<file path="config.mk">
export PLATFORM = sky130hd
export DESIGN_NAME = clb_video_gen
export DESIGN_NICKNAME = d
export VERILOG_FILES = /design/src/verilog/clb_pkg.sv /design/src/verilog/clb_video_gen.sv
export SDC_FILE = /design/constraint.sdc
export NUM_CORES = 1
export LEC_CHECK = 0
export BUFFER_PORTS_ARGS = -buffer_cell sky130_fd_sc_hd__buf_2
export CAP_MARGIN = 30
export CORE_MARGIN = 2
export CORE_UTILIZATION = 54
export CTS_CLUSTER_SIZE = 16
export DETAILED_ROUTE_END_ITERATION = 12
export GPL_TIMING_DRIVEN = 0
export PLACE_DENSITY = 0.7
export SLEW_MARGIN = 15
export SYNTH_ARGS = -nofsm -noshare
export SYNTH_HDL_FRONTEND = slang
export SYNTH_SLANG_ARGS = --single-unit
</file>
<file path="constraint.sdc">
create_clock -name clk_sys -period 3.4 [get_ports clk_sys]
set_clock_uncertainty 0.1 [all_clocks]
set_input_delay 0.34 -clock clk_sys [delete_from_list [all_inputs] [get_ports clk_sys]]
set_output_delay 0.34 -clock clk_sys [all_outputs]
set_load 0.05 [all_outputs]
</file>
<file path="src/verilog/clb_pkg.sv">
package clb_pkg;

  // ----------------------------------------
  // Geometry and timing
  // ----------------------------------------
  localparam int unsigned BUF_DEPTH    = 80;
  localparam int unsigned CODE_W       = 7;
  localparam int unsigned ENTRY_W      = 8;
  localparam int unsigned PAT_W        = 7;
  localparam int unsigned SHIFT_W      = 8;
  localparam int unsigned LINE_W       = 4;
  localparam logic [3:0]  LINE_LAST    = 4'h9;
  localparam logic [3:0]  LINE_FIRST   = 4'h0;
  localparam logic [2:0]  DOT_RD_LO    = 3'h2;
  localparam logic [2:0]  DOT_RD_HI    = 3'h7;
  localparam int unsigned BIT_CURSOR   = 7;
  localparam int unsigned BIT_PRINT_LO = 5;
  localparam int unsigned BIT_PRINT_HI = 6;
  localparam int unsigned BIT_PROT_HI  = 4;
  localparam int unsigned BIT_PROT_LO  = 3;

  // ----------------------------------------
  // Carriers
  // ----------------------------------------
  typedef struct packed {
    logic       refresh_en;
    logic [2:0] dot_count;
    logic       cell_full;
    logic       hsync;
    logic       vunblank;
    logic       vsync_n;
    logic       phi2;
    logic       read_mem;
    logic       ready;
  } clb_timing_t;

  typedef struct packed {
    logic       buf_sel;
    logic       wr_strobe;
    logic       rd_clock;
    logic       even_inh_n;
    logic       ext_vid_inh_n;
    logic [1:0] prot_bits;
  } clb_bus_out_t;

endpackage : clb_pkg

</file>
<file path="src/verilog/clb_video_gen.sv">
`timescale 1ns/1ps
`default_nettype none

module clb_video_gen #(
  parameter int unsigned DEPTH = clb_pkg::BUF_DEPTH
) (
  // Clock and reset
  input  wire logic                            clk_sys,
  input  wire logic                            rst_n,
  // Timing inputs (external pins, synchronised here)
  input  wire clb_pkg::clb_timing_t            timing_in,
  input  wire logic                            present_n,
  input  wire logic                            ctrl_key,
  // Data sources
  input  wire logic [clb_pkg::ENTRY_W-1:0]     data_bus,
  input  wire logic [clb_pkg::ENTRY_W-1:0]     ext_buf_data,
  // Outputs
  output var  clb_pkg::clb_bus_out_t           bus_out,
  output var  logic [clb_pkg::ENTRY_W-1:0]     sel_code,
  output var  logic [clb_pkg::LINE_W-1:0]      scan_line,
  output var  logic                            line10,
  output var  logic                            video
);

  // ----------------------------------------
  // State
  // ----------------------------------------
  typedef struct packed {
    clb_pkg::clb_timing_t                 t_s1;
    clb_pkg::clb_timing_t                 t_s2;
    logic [1:0]                           pres_s;
    logic [1:0]                           key_s;
    logic                                 hsync_d;
    logic                                 cell_d;
    logic                                 rd_d;
    logic                                 wr_d;
    logic                                 line10_d;
    logic [clb_pkg::LINE_W-1:0]           line;
    logic                                 carry;
    logic                                 buf_sel;
    logic [DEPTH-1:0][clb_pkg::ENTRY_W-1:0] lbuf;
    logic [clb_pkg::ENTRY_W-1:0]          code;
    logic [clb_pkg::SHIFT_W-1:0]          shreg;
    clb_pkg::clb_bus_out_t                bo;
  } clb_state_t;

  clb_state_t st;
  clb_state_t next_st;

  // ----------------------------------------
  // Dot pattern lookup
  // ----------------------------------------
  // Synthetic glyph set: real font contents are outside this block, so a
  // deterministic pattern per code and line stands in for the mask ROM.
  // Lines 7 to 9 stay dark, which leaves a gap between character rows.
  function automatic logic [clb_pkg::PAT_W-1:0] clb_glyph(
    input logic [clb_pkg::CODE_W-1:0] c,
    input logic [clb_pkg::LINE_W-1:0] l
  );
    logic [clb_pkg::PAT_W-1:0] p;
    p = 7'h00;
    case (l)
      4'h0: begin
        p = c;
      end
      4'h1: begin
        p = c ^ 7'h11;
      end
      4'h2: begin
        p = c ^ 7'h22;
      end
      4'h3: begin
        p = c ^ 7'h33;
      end
      4'h4: begin
        p = c ^ 7'h44;
      end
      4'h5: begin
        p = c ^ 7'h55;
      end
      4'h6: begin
        p = c ^ 7'h66;
      end
      default: begin
        p = 7'h00;
      end
    endcase
    return p;
  endfunction

  // ----------------------------------------
  // Combinational helpers
  // ----------------------------------------
  logic [clb_pkg::PAT_W-1:0]              pattern;
  logic                                   load_now;
  logic                                   shift_clk;
  logic                                   wr_sel;
  logic                                   rd_rise;
  logic                                   wr_rise;
  logic                                   hs_rise;
  logic                                   carry_fall;
  logic                                   printable;
  logic [DEPTH-1:0][clb_pkg::ENTRY_W-1:0] lbuf_step;

  // ----------------------------------------
  // Line buffer step, one slice per entry
  // ----------------------------------------
  // The top entry takes either the bus code or the output entry; every
  // other entry takes its upper neighbour, so a read step is one circular move.
  for (genvar gi = 0; gi < DEPTH; gi++) begin : g_step
    if (gi == DEPTH - 1) begin : g_top
      assign lbuf_step[gi] = wr_sel ? data_bus : st.lbuf[0];
    end else begin : g_mid
      assign lbuf_step[gi] = st.lbuf[gi + 1];
    end
  end

  // ----------------------------------------
  // Next state
  // ----------------------------------------
  always_comb begin
    next_st   = st;
    shift_clk = 1'b0;
    printable = 1'b0;

    // ----------------------------------------
    // Pin synchronisers and edge detectors
    // ----------------------------------------
    // Pin inputs pass two flops before use; only the second stage is read
    next_st.t_s1   = timing_in;
    next_st.t_s2   = st.t_s1;
    next_st.pres_s = {st.pres_s[0], present_n};
    next_st.key_s  = {st.key_s[0], ctrl_key};

    // Delayed copies rest low after reset, the idle level of every strobe,
    // so no false edge follows reset
    next_st.hsync_d  = st.t_s2.hsync;
    next_st.cell_d   = st.t_s2.cell_full;
    next_st.rd_d     = st.bo.rd_clock;
    next_st.wr_d     = st.bo.wr_strobe;
    next_st.line10_d = st.carry;

    rd_rise    = st.bo.rd_clock && !st.rd_d;
    wr_rise    = st.bo.wr_strobe && !st.wr_d;
    hs_rise    = st.t_s2.hsync && !st.hsync_d;
    carry_fall = st.line10_d && !st.carry;
    load_now   = st.t_s2.cell_full && !st.cell_d;
    wr_sel     = st.buf_sel;
    pattern    = clb_glyph(st.code[clb_pkg::CODE_W-1:0], st.line);

    // ----------------------------------------
    // Line buffer controls
    // ----------------------------------------
    next_st.bo.rd_clock = st.t_s2.refresh_en
                          && (st.t_s2.dot_count >= clb_pkg::DOT_RD_LO)
                          && (st.t_s2.dot_count <= clb_pkg::DOT_RD_HI);
    next_st.bo.wr_strobe = st.t_s2.read_mem
                           && st.t_s2.ready
                           && st.t_s2.phi2;

    // ----------------------------------------
    // Line buffer shifting
    // ----------------------------------------
    // Only strobe rising edges shift, so a strobe held for several clocks
    // still moves the buffer by exactly one entry
    if (rd_rise && !wr_sel) begin
      shift_clk = 1'b1;
    end
    if (wr_rise && wr_sel) begin
      shift_clk = 1'b1;
    end
    if (shift_clk) begin
      next_st.lbuf = lbuf_step;
    end

    // ----------------------------------------
    // Row multiplexer
    // ----------------------------------------
    // The output entry is taken before this cycle's shift moves it away
    if (rd_rise) begin
      if (st.buf_sel) begin
        next_st.code = ext_buf_data;
      end else begin
        next_st.code = st.lbuf[0];
      end
    end
    // Taken from the new code so the bus bits change together with sel_code
    next_st.bo.prot_bits = {next_st.code[clb_pkg::BIT_PROT_HI],
                            next_st.code[clb_pkg::BIT_PROT_LO]};

    // ----------------------------------------
    // Scan line ring counter
    // ----------------------------------------
    if (!st.t_s2.vsync_n) begin
      next_st.line = clb_pkg::LINE_FIRST;
    end else if (st.t_s2.vunblank && hs_rise) begin
      if (st.carry) begin
        next_st.line = clb_pkg::LINE_FIRST;
      end else begin
        next_st.line = st.line + 4'h1;
      end
    end
    // Holds when unblank is low, unless vsync_n is low and clears the line
    next_st.carry = (next_st.line == clb_pkg::LINE_LAST);

    // ----------------------------------------
    // Buffer select
    // ----------------------------------------
    // Keeps alternating regardless of presence, so the local buffer is still
    // written during the rows that an absent module would have shown
    if (!st.t_s2.vunblank) begin
      next_st.buf_sel = 1'b0;
    end else if (carry_fall) begin
      next_st.buf_sel = !st.buf_sel;
    end
    next_st.bo.buf_sel = st.buf_sel;

    // ----------------------------------------
    // Presence inhibits
    // ----------------------------------------
    next_st.bo.even_inh_n    = !st.pres_s[1];
    next_st.bo.ext_vid_inh_n = !(st.pres_s[1] && st.buf_sel);

    // ----------------------------------------
    // Dot shifter
    // ----------------------------------------
    // The load uses the code latched for the previous cell: the shifter
    // runs one cell behind the multiplexer, because the read clock is registered once more than the load
    printable = st.code[clb_pkg::BIT_PRINT_LO]
                || st.code[clb_pkg::BIT_PRINT_HI]
                || st.key_s[1];
    if (load_now) begin
      if (printable) begin
        next_st.shreg = {pattern, 1'b0};
      end else begin
        next_st.shreg = 8'h00;
      end
    end else begin
      next_st.shreg = {st.shreg[clb_pkg::SHIFT_W-2:0], 1'b0};
    end
  end

  // ----------------------------------------
  // Registers
  // ----------------------------------------
  always_ff @(posedge clk_sys) begin
    if (!rst_n) begin
      st <= '0;
    end else begin
      st <= next_st;
    end
  end

  assign bus_out   = st.bo;
  assign sel_code  = st.code;
  assign scan_line = st.line;
  assign line10    = st.carry;
  assign video     = st.shreg[clb_pkg::SHIFT_W-1];

endmodule // clb_video_gen

`default_nettype wire

</file>
==> impl_results.md, run 1 <==
* Largest family of logic cells by synthesized area: simple AND/OR/NAND/NOR gates
* Met1 usage at 26.4%
* Die width at 222 um
* PD cells at 559 nW/um^2
* Vias post-DR at 19100
* Fin Setup TNS at 0 ps
* YS warnings at 0
* Adder-Cell Fraction of Synth Area at 0.244%
* DRT iter0 DRCs at 1108
* Seq cells post-synth at 695
* Post-Synth Simple-Gate Area at 20.3%
* Worst Reg-to-Reg Cells at 7
* Finished Layout Cells at 3789
* Grt met3 use at 3.70%
* CTS Buf Count at 71
* Routed Wire Length at 48500 um
* Die Area at 49300 um^2
* DP Area at 26700 um^2
* Nets@finish at 3169
* Final Hold Vio Count at 0
* Number of synthesized flops with an enable pin at 0
* Top_reg_cell synth: dfxtp_1
* Initial core utilization at 54.9%
* Worst r2r dst: lbuf_step[323]
* Root Driver: clkbuf_16
* Hpwl dp at 32400 um
* Synthesized area at 25700 um^2
* Dpl cells at 3642
* Mapped Nets at 3021
* Hold path startpoint: data_bus[0]
* Clk_lat worst skew at 600 ps
* Post-synthesis mux area share at 0.624%
* Min Tclk post-route at 2050 ps
* Syn avg cell area at 8.60 um^2
* Clock Sinks at 695
* Max_cap viols at 0
* Global routing's busiest layer: met2
* First-pass GRT wire length at 85000 um
* Core footprint at 46800 um^2
* Num ports at 52
* Area grow syn2layout at 14.1%
* Startpoint Class: flip-flop
* CP Data Required Time at 3820 ps
* Vias in the first global route at 18700
* Seq/Total Area, Yosys at 54.2%
* Global Route met2 Usage at 33.6%
* Worst Path Max Fanout at 10
* PostCTS Resize Cnt at 0
* Antenna fix cells at 0
* H-tree depth at 3
* Maximum VDD drop at 0.000426 V
* Outcome: finished clean
* FF-to-FF setup slack at 1350 ps
* DIE HEIGHT at 222 um
* Clock Path Buffers at 3
* Remaining DRCs at 0
* Final Wtd Congestion at 0.822
* Overall power at 16400 uW
* Reg2reg start: bus_out[4]
* LEAKAGE at 0.0103 uW
* WHS at 36.5 ps
* Post-synth ARST share at 0%
* Layout cell share with drive strength beyond 1 at 10.0%
* Yosys cell types at 37
* Worst Setup SP: bus_out[4]
* RSZ-0062 raised after global routing: no
* CP Capture Type: flip-flop
* End point of the critical path: lbuf_step[323]
* Hold_buf cts at 25
* Gate Count Post-Synth at 2985
* Largest net degree at the start of global routing at 15
* Top achievable clock speed at 0.487 GHz
* Worst-margin pin slew at 674 ps
* CTS tree: built
* GRT overflow at 0
* Synth Area in Compound Gates at 19.9%
* Antenna violations before repair at 0
* Synth Area in XOR/XNOR at 0.0683%
* First drt pass iteration count at 5
* Clock-pin slew of the registers on the worst-case setup and hold paths at 60 ps
* Pins Over Slew Limit at 0
* Worst Hold Class: in -> reg
* Critical path class: reg -> reg
* Worst Path Arrival at 2470 ps
* Vias/cell at 5.05
* Fin area at 29300 um^2
* Drt wl/cell at 12.8 um
* Slew headroom at 55.0%
* Total track usage at 20.0%
* Period utilization at 60.3%
* Final ANT Viol Nets at 0
* Setup bufs post-CTS at 0
* Row cnt at 79
* IO Port Bufs at 50
* Final-report setup violation count at 0
-- critical path: stages (launching register included) --
cell and delay (ps):
dfxtp_1 430, nand2b_1 120, o22ai_1 150, buf_2 320, buf_2 290, buf_2 240, nand2_1 130, a21boi_1 180
-- layout by cell type, fill, tap and decap left out, types with 2 or more instances in the layout --
cell type      instances
a21boi_0              29
and4_1                 2
nand2_1             1277
a22o_1                 5
nor2_1                 4
clkinv_2               7
nand2b_1               7
bufinv_16              5
o211a_1                9
buf_4                 32
inv_1                  3
o31ai_1                2
nand3b_1               2
or3_1                  2
xnor2_1                2
buf_2                175
nor2b_1                3
mux2i_1               16
dlygate4sd3_1         25
a21oi_1               13
o21ai_0               13
clkbuf_8              17
inv_6                  3
and2_1                31
dfxtp_1              695
a21boi_1             605
ha_1                   5
clkbuf_1             100
nor3_1                 2
o22ai_1                4
clkbuf_16             74
-- kinds of logic after synthesis --
family | count (synthesis)
simple gates | 1338
flops | 695
compound gates | 684
buf+inv | 245
mux | 16
fa+ha+maj | 5
xor+xnor | 2
-- cells in the mapped netlist (2+ instances only) --
cell / n / area share [%]
nand2_1: 1277 / 19
dfxtp_1: 695 / 54
a21boi_1: 605 / 18
buf_2: 125 / 2.4
clkbuf_1: 85 / 1.2
buf_4: 32 / 0.94
and2_1: 31 / 0.76
a21boi_0: 29 / 0.85
mux2i_1: 16 / 0.62
a21oi_1: 13 / 0.25
o21ai_0: 13 / 0.25
o211a_1: 9 / 0.35
nand2b_1: 7 / 0.17
a22o_1: 5 / 0.17
ha_1: 5 / 0.24
nor2_1: 4 / 0.058
o22ai_1: 4 / 0.098
inv_1: 3 / 0.044
nor2b_1: 3 / 0.073
and4_1: 2 / 0.068
nand3b_1: 2 / 0.058
nor3_1: 2 / 0.039
o31ai_1: 2 / 0.058
or3_1: 2 / 0.049
xnor2_1: 2 / 0.068
-- area by class of cell --
class                   count  area [um^2]
clock inverters            16          228
inverters                   3         11.3
plain buffers             242         1180
clock buffers             106         2140
well taps                 607          759
fillers                  4026        17500
repair buffers             75          500
multi-input cells        2045        10600
flip-flops and latches    695        13900
-- how the worst min path moves through the flow --
stage | end | slack (ps) | cells past startpoint
global route | lbuf_step[627] | 30 | 4
detailed placement | bus_out[3] | 300 | 1
global placement | bus_out[3] | 300 | 1
CTS | lbuf_step[627] | 4 | 4
finish | lbuf_step[624] | 40 | 4
floorplan | bus_out[3] | 290 | 1
-- sequential cells by signal, summed over array words and instances (netlist names) --
| name | cells |
|---|---|
| video | 1 |
| st | 29 |
| bus_out | 5 |
| sel_code | 8 |
| lbuf_step | 632 |
| scan_line | 4 |
| wr_sel | 1 |
| line10 | 1 |
| next_st | 14 |
-- routing by layer --
layer	up-vias	wire length (um)	share of wire (%)
met3	91	1490	3.1
met2	183	22500	46
li1	9885	-	-
met1	8981	23400	48
met4	0	1170	2.4
met5	-	0	0
-- where the power goes --
part	total (uW)	switching (uW)	internal, uW
Combinational	367	192	175
Sequential	8170	7.09	8160
Clock	7840	3110	4730
-- stage by stage --
step,worst slack [ps],utilization [%]
2_1_floorplan,1770,-
3_3_place_gp,1290,57.0
3_5_place_dp,1280,57.0
4_1_cts,1350,62.6
5_1_grt,1250,62.6
6_report,1350,62.6
No activity file was read; power rests on OpenSTA's default activity.
==> inputs of run 2 (changes only) <==
--- a/config.mk
+++ b/config.mk
@@ -12,7 +12,7 @@
 export CTS_CLUSTER_SIZE = 16
 export DETAILED_ROUTE_END_ITERATION = 12
 export GPL_TIMING_DRIVEN = 0
-export PLACE_DENSITY = 0.7
+export PLACE_DENSITY = 0.73
 export SLEW_MARGIN = 15
 export SYNTH_ARGS = -nofsm -noshare
 export SYNTH_HDL_FRONTEND = slang
==> constraint.sdc (replaced) <==
create_clock -name clk_sys -period 1.7 [get_ports clk_sys]
set_clock_uncertainty 0.1 [all_clocks]
set_input_delay 0.17 -clock clk_sys [delete_from_list [all_inputs] [get_ports clk_sys]]
set_output_delay 0.17 -clock clk_sys [all_outputs]
set_load 0.05 [all_outputs]
==> run 2 against run 1 <==
The run now ends with setup timing left; via count up 1.7%; sequential cell count unchanged; wire length up 3.2%; combinational power up 110%; sequential share of layout area down 1.1 points; worst setup slack worse by 1400 ps; cell area up 2.5%; non-clock buffer count up 9; critical path depth down 3; largest cell class unchanged.
==> impl_results.md, run 2 (synthesis results as in run 1) <==
* Fill count at 3839 (-4.6%)
* Startpoint Class: flip-flop
* Area grow syn2layout at 17.0%
* CP Capture Type: flip-flop
* Layout cell share with drive strength beyond 1 at 11.2% (+1.2 points)
* Fin util at 64.2% (+1.6 points)
* DP Area at 26700 um^2 (unchanged)
* Overall power at 32100 uW (+96%)
* Antenna fix cells at 0 (unchanged)
* Clock Path Buffers at 3 (unchanged)
* PD cells at 1070 nW/um^2 (+91%)
* First-pass GRT wire length at 86700 um (+2.0%)
* Remaining DRCs at 0 (unchanged)
* Outcome: finished with violations
* Violations in the final reports: setup timing
* Final Wtd Congestion at 0.799 (-2.7%)
* Final-report setup violation count at 1 (+1)
* Hpwl dp at 32400 um (-0.26%)
* First drt pass iteration count at 5 (unchanged)
* Row cnt at 79 (unchanged)
* Clock-pin slew of the registers on the worst-case setup and hold paths at 60 ps (about the same)
* Critical path class: reg -> reg
* GRT overflow at 0 (unchanged)
* Worst Path Arrival at 2140 ps (-330 ps)
* Vias post-DR at 19500 (+1.7%)
* Fin area at 30000 um^2 (+2.5%)
* Buf/Inv on CP at 0 (-3)
* IO Port Bufs at 50 (unchanged)
* Crit path largest cell delay at 460 ps (+30 ps)
* Min Tclk post-route at 1710 ps (-342 ps)
* Largest net degree at the start of global routing at 15 (unchanged)
* Delay-heaviest family, CP: compound AO/OA/AOI/OAI gates
* Clk_lat worst skew at 600 ps (about the same)
* DRT iter0 DRCs at 958 (-14%)
* H-tree depth at 3 (unchanged)
* Commonest non-fill, non-tap cell in the layout: nand2_1
* Worst Path Max Fanout at 5 (-5)
* Worst-margin pin slew at 653 ps (-21.8 ps)
* Slew headroom at 56.5% (+1.5 points)
* Max FFs per register at 632 (unchanged)
* Max_cap viols at 0 (unchanged)
* Antenna violations before repair at 0 (unchanged)
* DIE HEIGHT at 222 um (unchanged)
* LEAKAGE at 0.0105 uW (+2.0%)
* Initial core utilization at 54.9% (unchanged)
* Pins Over Slew Limit at 0 (unchanged)
* Worst Hold Class: in -> reg
* Final Hold Vio Count at 0 (unchanged)
* Final worst slack at -9.97 ps (-1360 ps)
* Crit path max-delay cell type: dfxtp_1
* Root Driver: clkbuf_16
* Top achievable clock speed at 0.585 GHz (+20%)
* Clock Sinks at 695 (unchanged)
* RSZ-0062 raised after global routing: yes
* Routed Wire Length at 50100 um (+3.2%)
* Num ports at 52 (unchanged)
* Total track usage at 20.5% (+0.44 points)
* Worst-path cell chain: nor3_1 -> nor4b_2 -> a21boi_2 -> a32o_1
* Vias in the first global route at 19200 (+2.7%)
* Vias/cell at 5.12 (+1.5%)
* Die width at 222 um (unchanged)
* CTS Buf Count at 70 (-1.4%)
* Core footprint at 46800 um^2 (unchanged)
* Die Area at 49300 um^2 (unchanged)
* CTS tree: built
* Drt wl/cell at 13.2 um (+2.9%)
* CP Data Required Time at 2130 ps (-1690 ps)
* Nets@finish at 3177 (+0.25%)
* Maximum VDD drop at 0.000812 V (+90%)
* Period utilization at 101% (+40 points)
* Most frequent cells in the layout: nand2_1, dfxtp_1, a21boi_1
* Final ANT Viol Nets at 0 (unchanged)
* Pre-CTS WS at -303 ps (-1580 ps)
* Fin Setup TNS at -9.97 ps (-9.97 ps)
-- run 2: changes by cell type in the layout (fill, tap and decap cells not counted), moves of 5 or more --
cell      change
dfxtp_1       -9
buf_6        +39
clkbuf_4     +15
dfxtp_2       +7
a21boi_1      -6
buf_12        +5
buf_2       -122
a21boi_2      +6
clkbuf_1      -5
clkbuf_2      +7
buf_4        +58
buf_8         +8
-- run 2: worst paths after layout --
kind | end | cells past startpoint | start | slack [ps]
worst max-delay path | st[11] | 4 | sel_code[5] | -10
worst min register to register | st[688] | 1 | next_st[688] | 330
worst min-delay path | scan_line[3] | 4 | rst_n | 160
worst max register to register | st[11] | 4 | sel_code[5] | -10
-- run 2: where the power goes --
group / switching (uW) / leakage (uW) / total [uW] / internal [uW]
sequential: 15.7 / 0.00561 / 16300 / 16300
combinational: 391 / 0.00377 / 783 / 392
clock: 6140 / 0.00111 / 15000 / 8870
total: 6550 / 0.0105 / 32100 / 25600
-- run 2: metal layers --
metal / up-vias / track usage (%) / part of all wire, %
met5: - / 0 / 0
met4: 0 / 7.61 / 2.9
met3: 115 / 3.82 / 3.2
met2: 220 / 35.7 / 49
met1: 9203 / 25.2 / 45
li1: 9926 / - / -
-- run 2: stage by stage --
step	instances	hold slack, ps
after floorplan	2985	197
after global placement	3642	275
after detailed placement	3642	280
after CTS	3798	163
after global routing	3798	157
final	3798	159
-- run 2: final cells by class --
| cell class | count | area, um^2 | share of cell area, % |
|---|---|---|---|
| timing repair buffer | 85 | 718 | 2.39 |
| tap | 607 | 759 | 2.53 |
| sequential | 695 | 13900 | 46.4 |
| inverter | 3 | 11.3 | 0.0375 |
| buffer | 241 | 1720 | 5.71 |
| clock inverter | 14 | 135 | 0.450 |
| multi-input combinational | 2045 | 10600 | 35.4 |
| clock buffer | 108 | 2120 | 7.05 |
-- run 2: what timing repair did --
item,in CTS,in global routing
hold buffers,29,0
buffers inserted,2,0
gates cloned,3,2
hold endpoints to repair,30,0
resized for setup,146,108
pin swaps,7,7
endpoints found under the setup margin,652,581
-- run 2: worst reg2reg max path, cell delays in order (launching register included) --
cell and delay, ps:
dfxtp_1 460, nor3_1 140, nor4b_2 400, a21boi_2 340, a32o_1 210
==> inputs of run 3 (changes only) <==
--- a/config.mk
+++ b/config.mk
@@ -12,7 +12,7 @@
 export CTS_CLUSTER_SIZE = 16
 export DETAILED_ROUTE_END_ITERATION = 12
 export GPL_TIMING_DRIVEN = 0
-export PLACE_DENSITY = 0.73
+export PLACE_DENSITY = 0.82
 export SLEW_MARGIN = 15
 export SYNTH_ARGS = -nofsm -noshare
 export SYNTH_HDL_FRONTEND = slang
==> run 3 against run 2 <==
The run still ends with setup timing left; first-iteration DRC count rose by 12%; critical path depth rose by 2; largest power group unchanged; clock power barely moved; cell count rose by 0.18%; register-to-register slack barely moved; global-route usage fell by 0.12 points; maximum frequency fell by 0.50%; wire length rose by 6.6%; core utilization rose by 1.0 points; combinational power rose by 3.3%.
==> impl_results.md, run 3 (synthesis results as in run 1) <==
* Clk_lat worst skew at 600 ps (about the same)
* Maximum VDD drop at 0.000907 V (+12%)
* Die width at 222 um (unchanged)
* Num ports at 52 (unchanged)
* Min Tclk post-route at 1720 ps (+8.52 ps)
* Hpwl dp at 32700 um (+0.95%)
* Reg2reg start: scan_line[0]
* Period utilization at 101% (+0.50 points)
* Root Driver: clkbuf_16
* PD cells at 1060 nW/um^2 (-0.50%)
* Outcome: finished with violations
* CP Data Required Time at 2080 ps (-50 ps)
* Final ANT Viol Nets at 0 (unchanged)
* Total track usage at 20.4% (-0.12 points)
* CTS Buf Count at 70 (unchanged)
* Die Area at 49300 um^2 (unchanged)
* Final Wtd Congestion at 0.815 (+1.9%)
* Area grow syn2layout at 18.9%
* First-pass GRT wire length at 86700 um (about the same)
* Slew headroom at 59.0% (+2.5 points)
* H-tree depth at 3 (unchanged)
* Final Hold Vio Count at 0 (unchanged)
* WHS at 179 ps (+19.9 ps)
* RSZ-0062 raised after global routing: yes
* Worst-margin pin slew at 615 ps (-37.7 ps)
* Fill count at 3462 (-9.8%)
* GRT overflow at 0 (unchanged)
* Most frequent cells in the layout: nand2_1, dfxtp_1, a21boi_1
* Final worst slack at -18.5 ps (-8.52 ps)
* Routed Wire Length at 53400 um (+6.6%)
* Worst Reg-to-Reg Cells at 6 (+2)
* Worst Setup SP: scan_line[0]
* Critical path class: reg -> reg
* Clock Path Buffers at 3 (unchanged)
* Clock Sinks at 695 (unchanged)
* Nets@finish at 3181 (+0.13%)
* Dpl cells at 3642 (unchanged)
* Top achievable clock speed at 0.582 GHz (-0.50%)
* Max_cap viols at 0 (unchanged)
* End point of the critical path: st[12]
* LEAKAGE at 0.0106 uW (+1.1%)
* Violations in the final reports: setup timing
* CP Capture Type: flip-flop
* Clock-pin slew of the registers on the worst-case setup and hold paths at 60 ps (about the same)
* First drt pass iteration count at 5 (unchanged)
* Pins Over Slew Limit at 0 (unchanged)
* Finished Layout Cells at 3805 (+0.18%)
* Fin Setup TNS at -71.0 ps (-61.0 ps)
* Worst Path Max Fanout at 6 (+1)
* Final-report setup violation count at 6 (+5)
* Antenna violations before repair at 0 (unchanged)
* Antenna fix cells at 0 (unchanged)
* Worst r2r dst: st[12]
* Core footprint at 46800 um^2 (unchanged)
* Startpoint Class: flip-flop
* Row cnt at 79 (unchanged)
* Max FFs per register at 632 (unchanged)
* Vias post-DR at 19900 (+2.4%)
* Drt wl/cell at 14.0 um (+6.4%)
* Crit path max-delay cell type: dfxtp_4
* FF-to-FF setup slack at -20 ps (about the same)
* CTS tree: built
* DRT iter0 DRCs at 1073 (+12%)
* Worst-path cell chain: inv_1 -> ha_1 -> or2_2 -> a21oi_2 -> a21oi_1 -> a22o_1
* Vias in the first global route at 19300 (+0.71%)
* Crit path largest cell delay at 380 ps (-80 ps)
* Layout cell share with drive strength beyond 1 at 12.4% (+1.2 points)
* Largest net degree at the start of global routing at 15 (unchanged)
* Remaining DRCs at 0 (unchanged)
* Initial core utilization at 54.9% (unchanged)
* DIE HEIGHT at 222 um (unchanged)
* Commonest non-fill, non-tap cell in the layout: nand2_1
* Pre-CTS WS at -286 ps (+16.3 ps)
* IO Port Bufs at 50 (unchanged)
* Vias/cell at 5.24 (+2.2%)
* Worst Hold Class: in -> reg
* Worst Path Arrival at 2100 ps (-40 ps)
run 3: changes by cell type in the layout (fill, tap and decap cells not counted), moves of 6 or more:
cell / before / now
buf_4: 90 / 44
buf_6: 39 / 29
buf_12: 5 / 11
a21boi_2: 6 / 24
nand2_2: 1 / 16
clkbuf_8: 16 / 9
nand2_1: 1276 / 1261
a21boi_1: 599 / 583
clkbuf_4: 15 / 36
buf_8: 8 / 40
run 3: how the worst min path moves through the flow:
stage	start	end	slack, ps	cells past startpoint
2_1_floorplan	ctrl_key	next_st[675]	200	1
3_3_place_gp	present_n	next_st[677]	280	2
3_5_place_dp	ctrl_key	next_st[675]	290	2
4_1_cts	rst_n	scan_line[0]	140	4
5_1_grt	rst_n	scan_line[0]	180	4
6_report	rst_n	scan_line[3]	180	4
run 3: critical path, delay by kind of cell, from the launching register on:
kind                     cells  cell delay [ps]
AO/OA/AOI/OAI                3              470
adder cells (fa/ha/maj)      1              250
buffers and inverters        1               80
flip-flops                   1              380
AND/OR/NAND/NOR              1              320
run 3: area by class of cell:
class,count,area (um^2),share of cell area (%)
clock inverters,23,264,0.865
plain buffers,241,2000,6.55
repair buffers,89,751,2.46
well taps,607,759,2.49
clock buffers,102,2030,6.64
flip-flops and latches,695,13900,45.7
inverters,3,11.3,0.0369
multi-input cells,2045,10800,35.3
run 3: power breakdown:
group / total (uW) / leakage, uW / internal (uW) / switching [uW]
Combinational: 809 / 0.00388 / 408 / 402
Sequential: 16300 / 0.00561 / 16300 / 18.0
Clock: 15300 / 0.00112 / 9060 / 6270
run 3: metal layers:
| layer | up-vias | GRT usage [%] | wire [um] |
|---|---|---|---|
| li1 | 9932 | - | - |
| met1 | 9492 | 24.7 | 23100 |
| met2 | 364 | 35.8 | 26600 |
| met3 | 148 | 3.75 | 1900 |
| met4 | 0 | 7.76 | 1790 |
| met5 | - | 0 | 0 |
run 3: per-stage QoR:
| stage | utilization (%) | total power (uW) | cell area (um^2) |
|---|---|---|---|
| floorplan | - | 17200 | 25700 |
| global placement | 57.0 | 17400 | 26700 |
| detailed placement | 57.0 | 17400 | 26700 |
| CTS | 62.9 | 32700 | 29400 |
| global route | 65.2 | 33400 | 30500 |
| finish | 65.2 | 32500 | 30500 |
run 3: timing repair:
action / in CTS / in global routing
cloned: 0 / 6
resized for setup: 64 / 318
setup buffers: 1 / 4
hold buffers: 29 / 0
hold endpoints to repair: 29 / 0
endpoints found under the setup margin: 641 / 651
pin swaps: 0 / 82
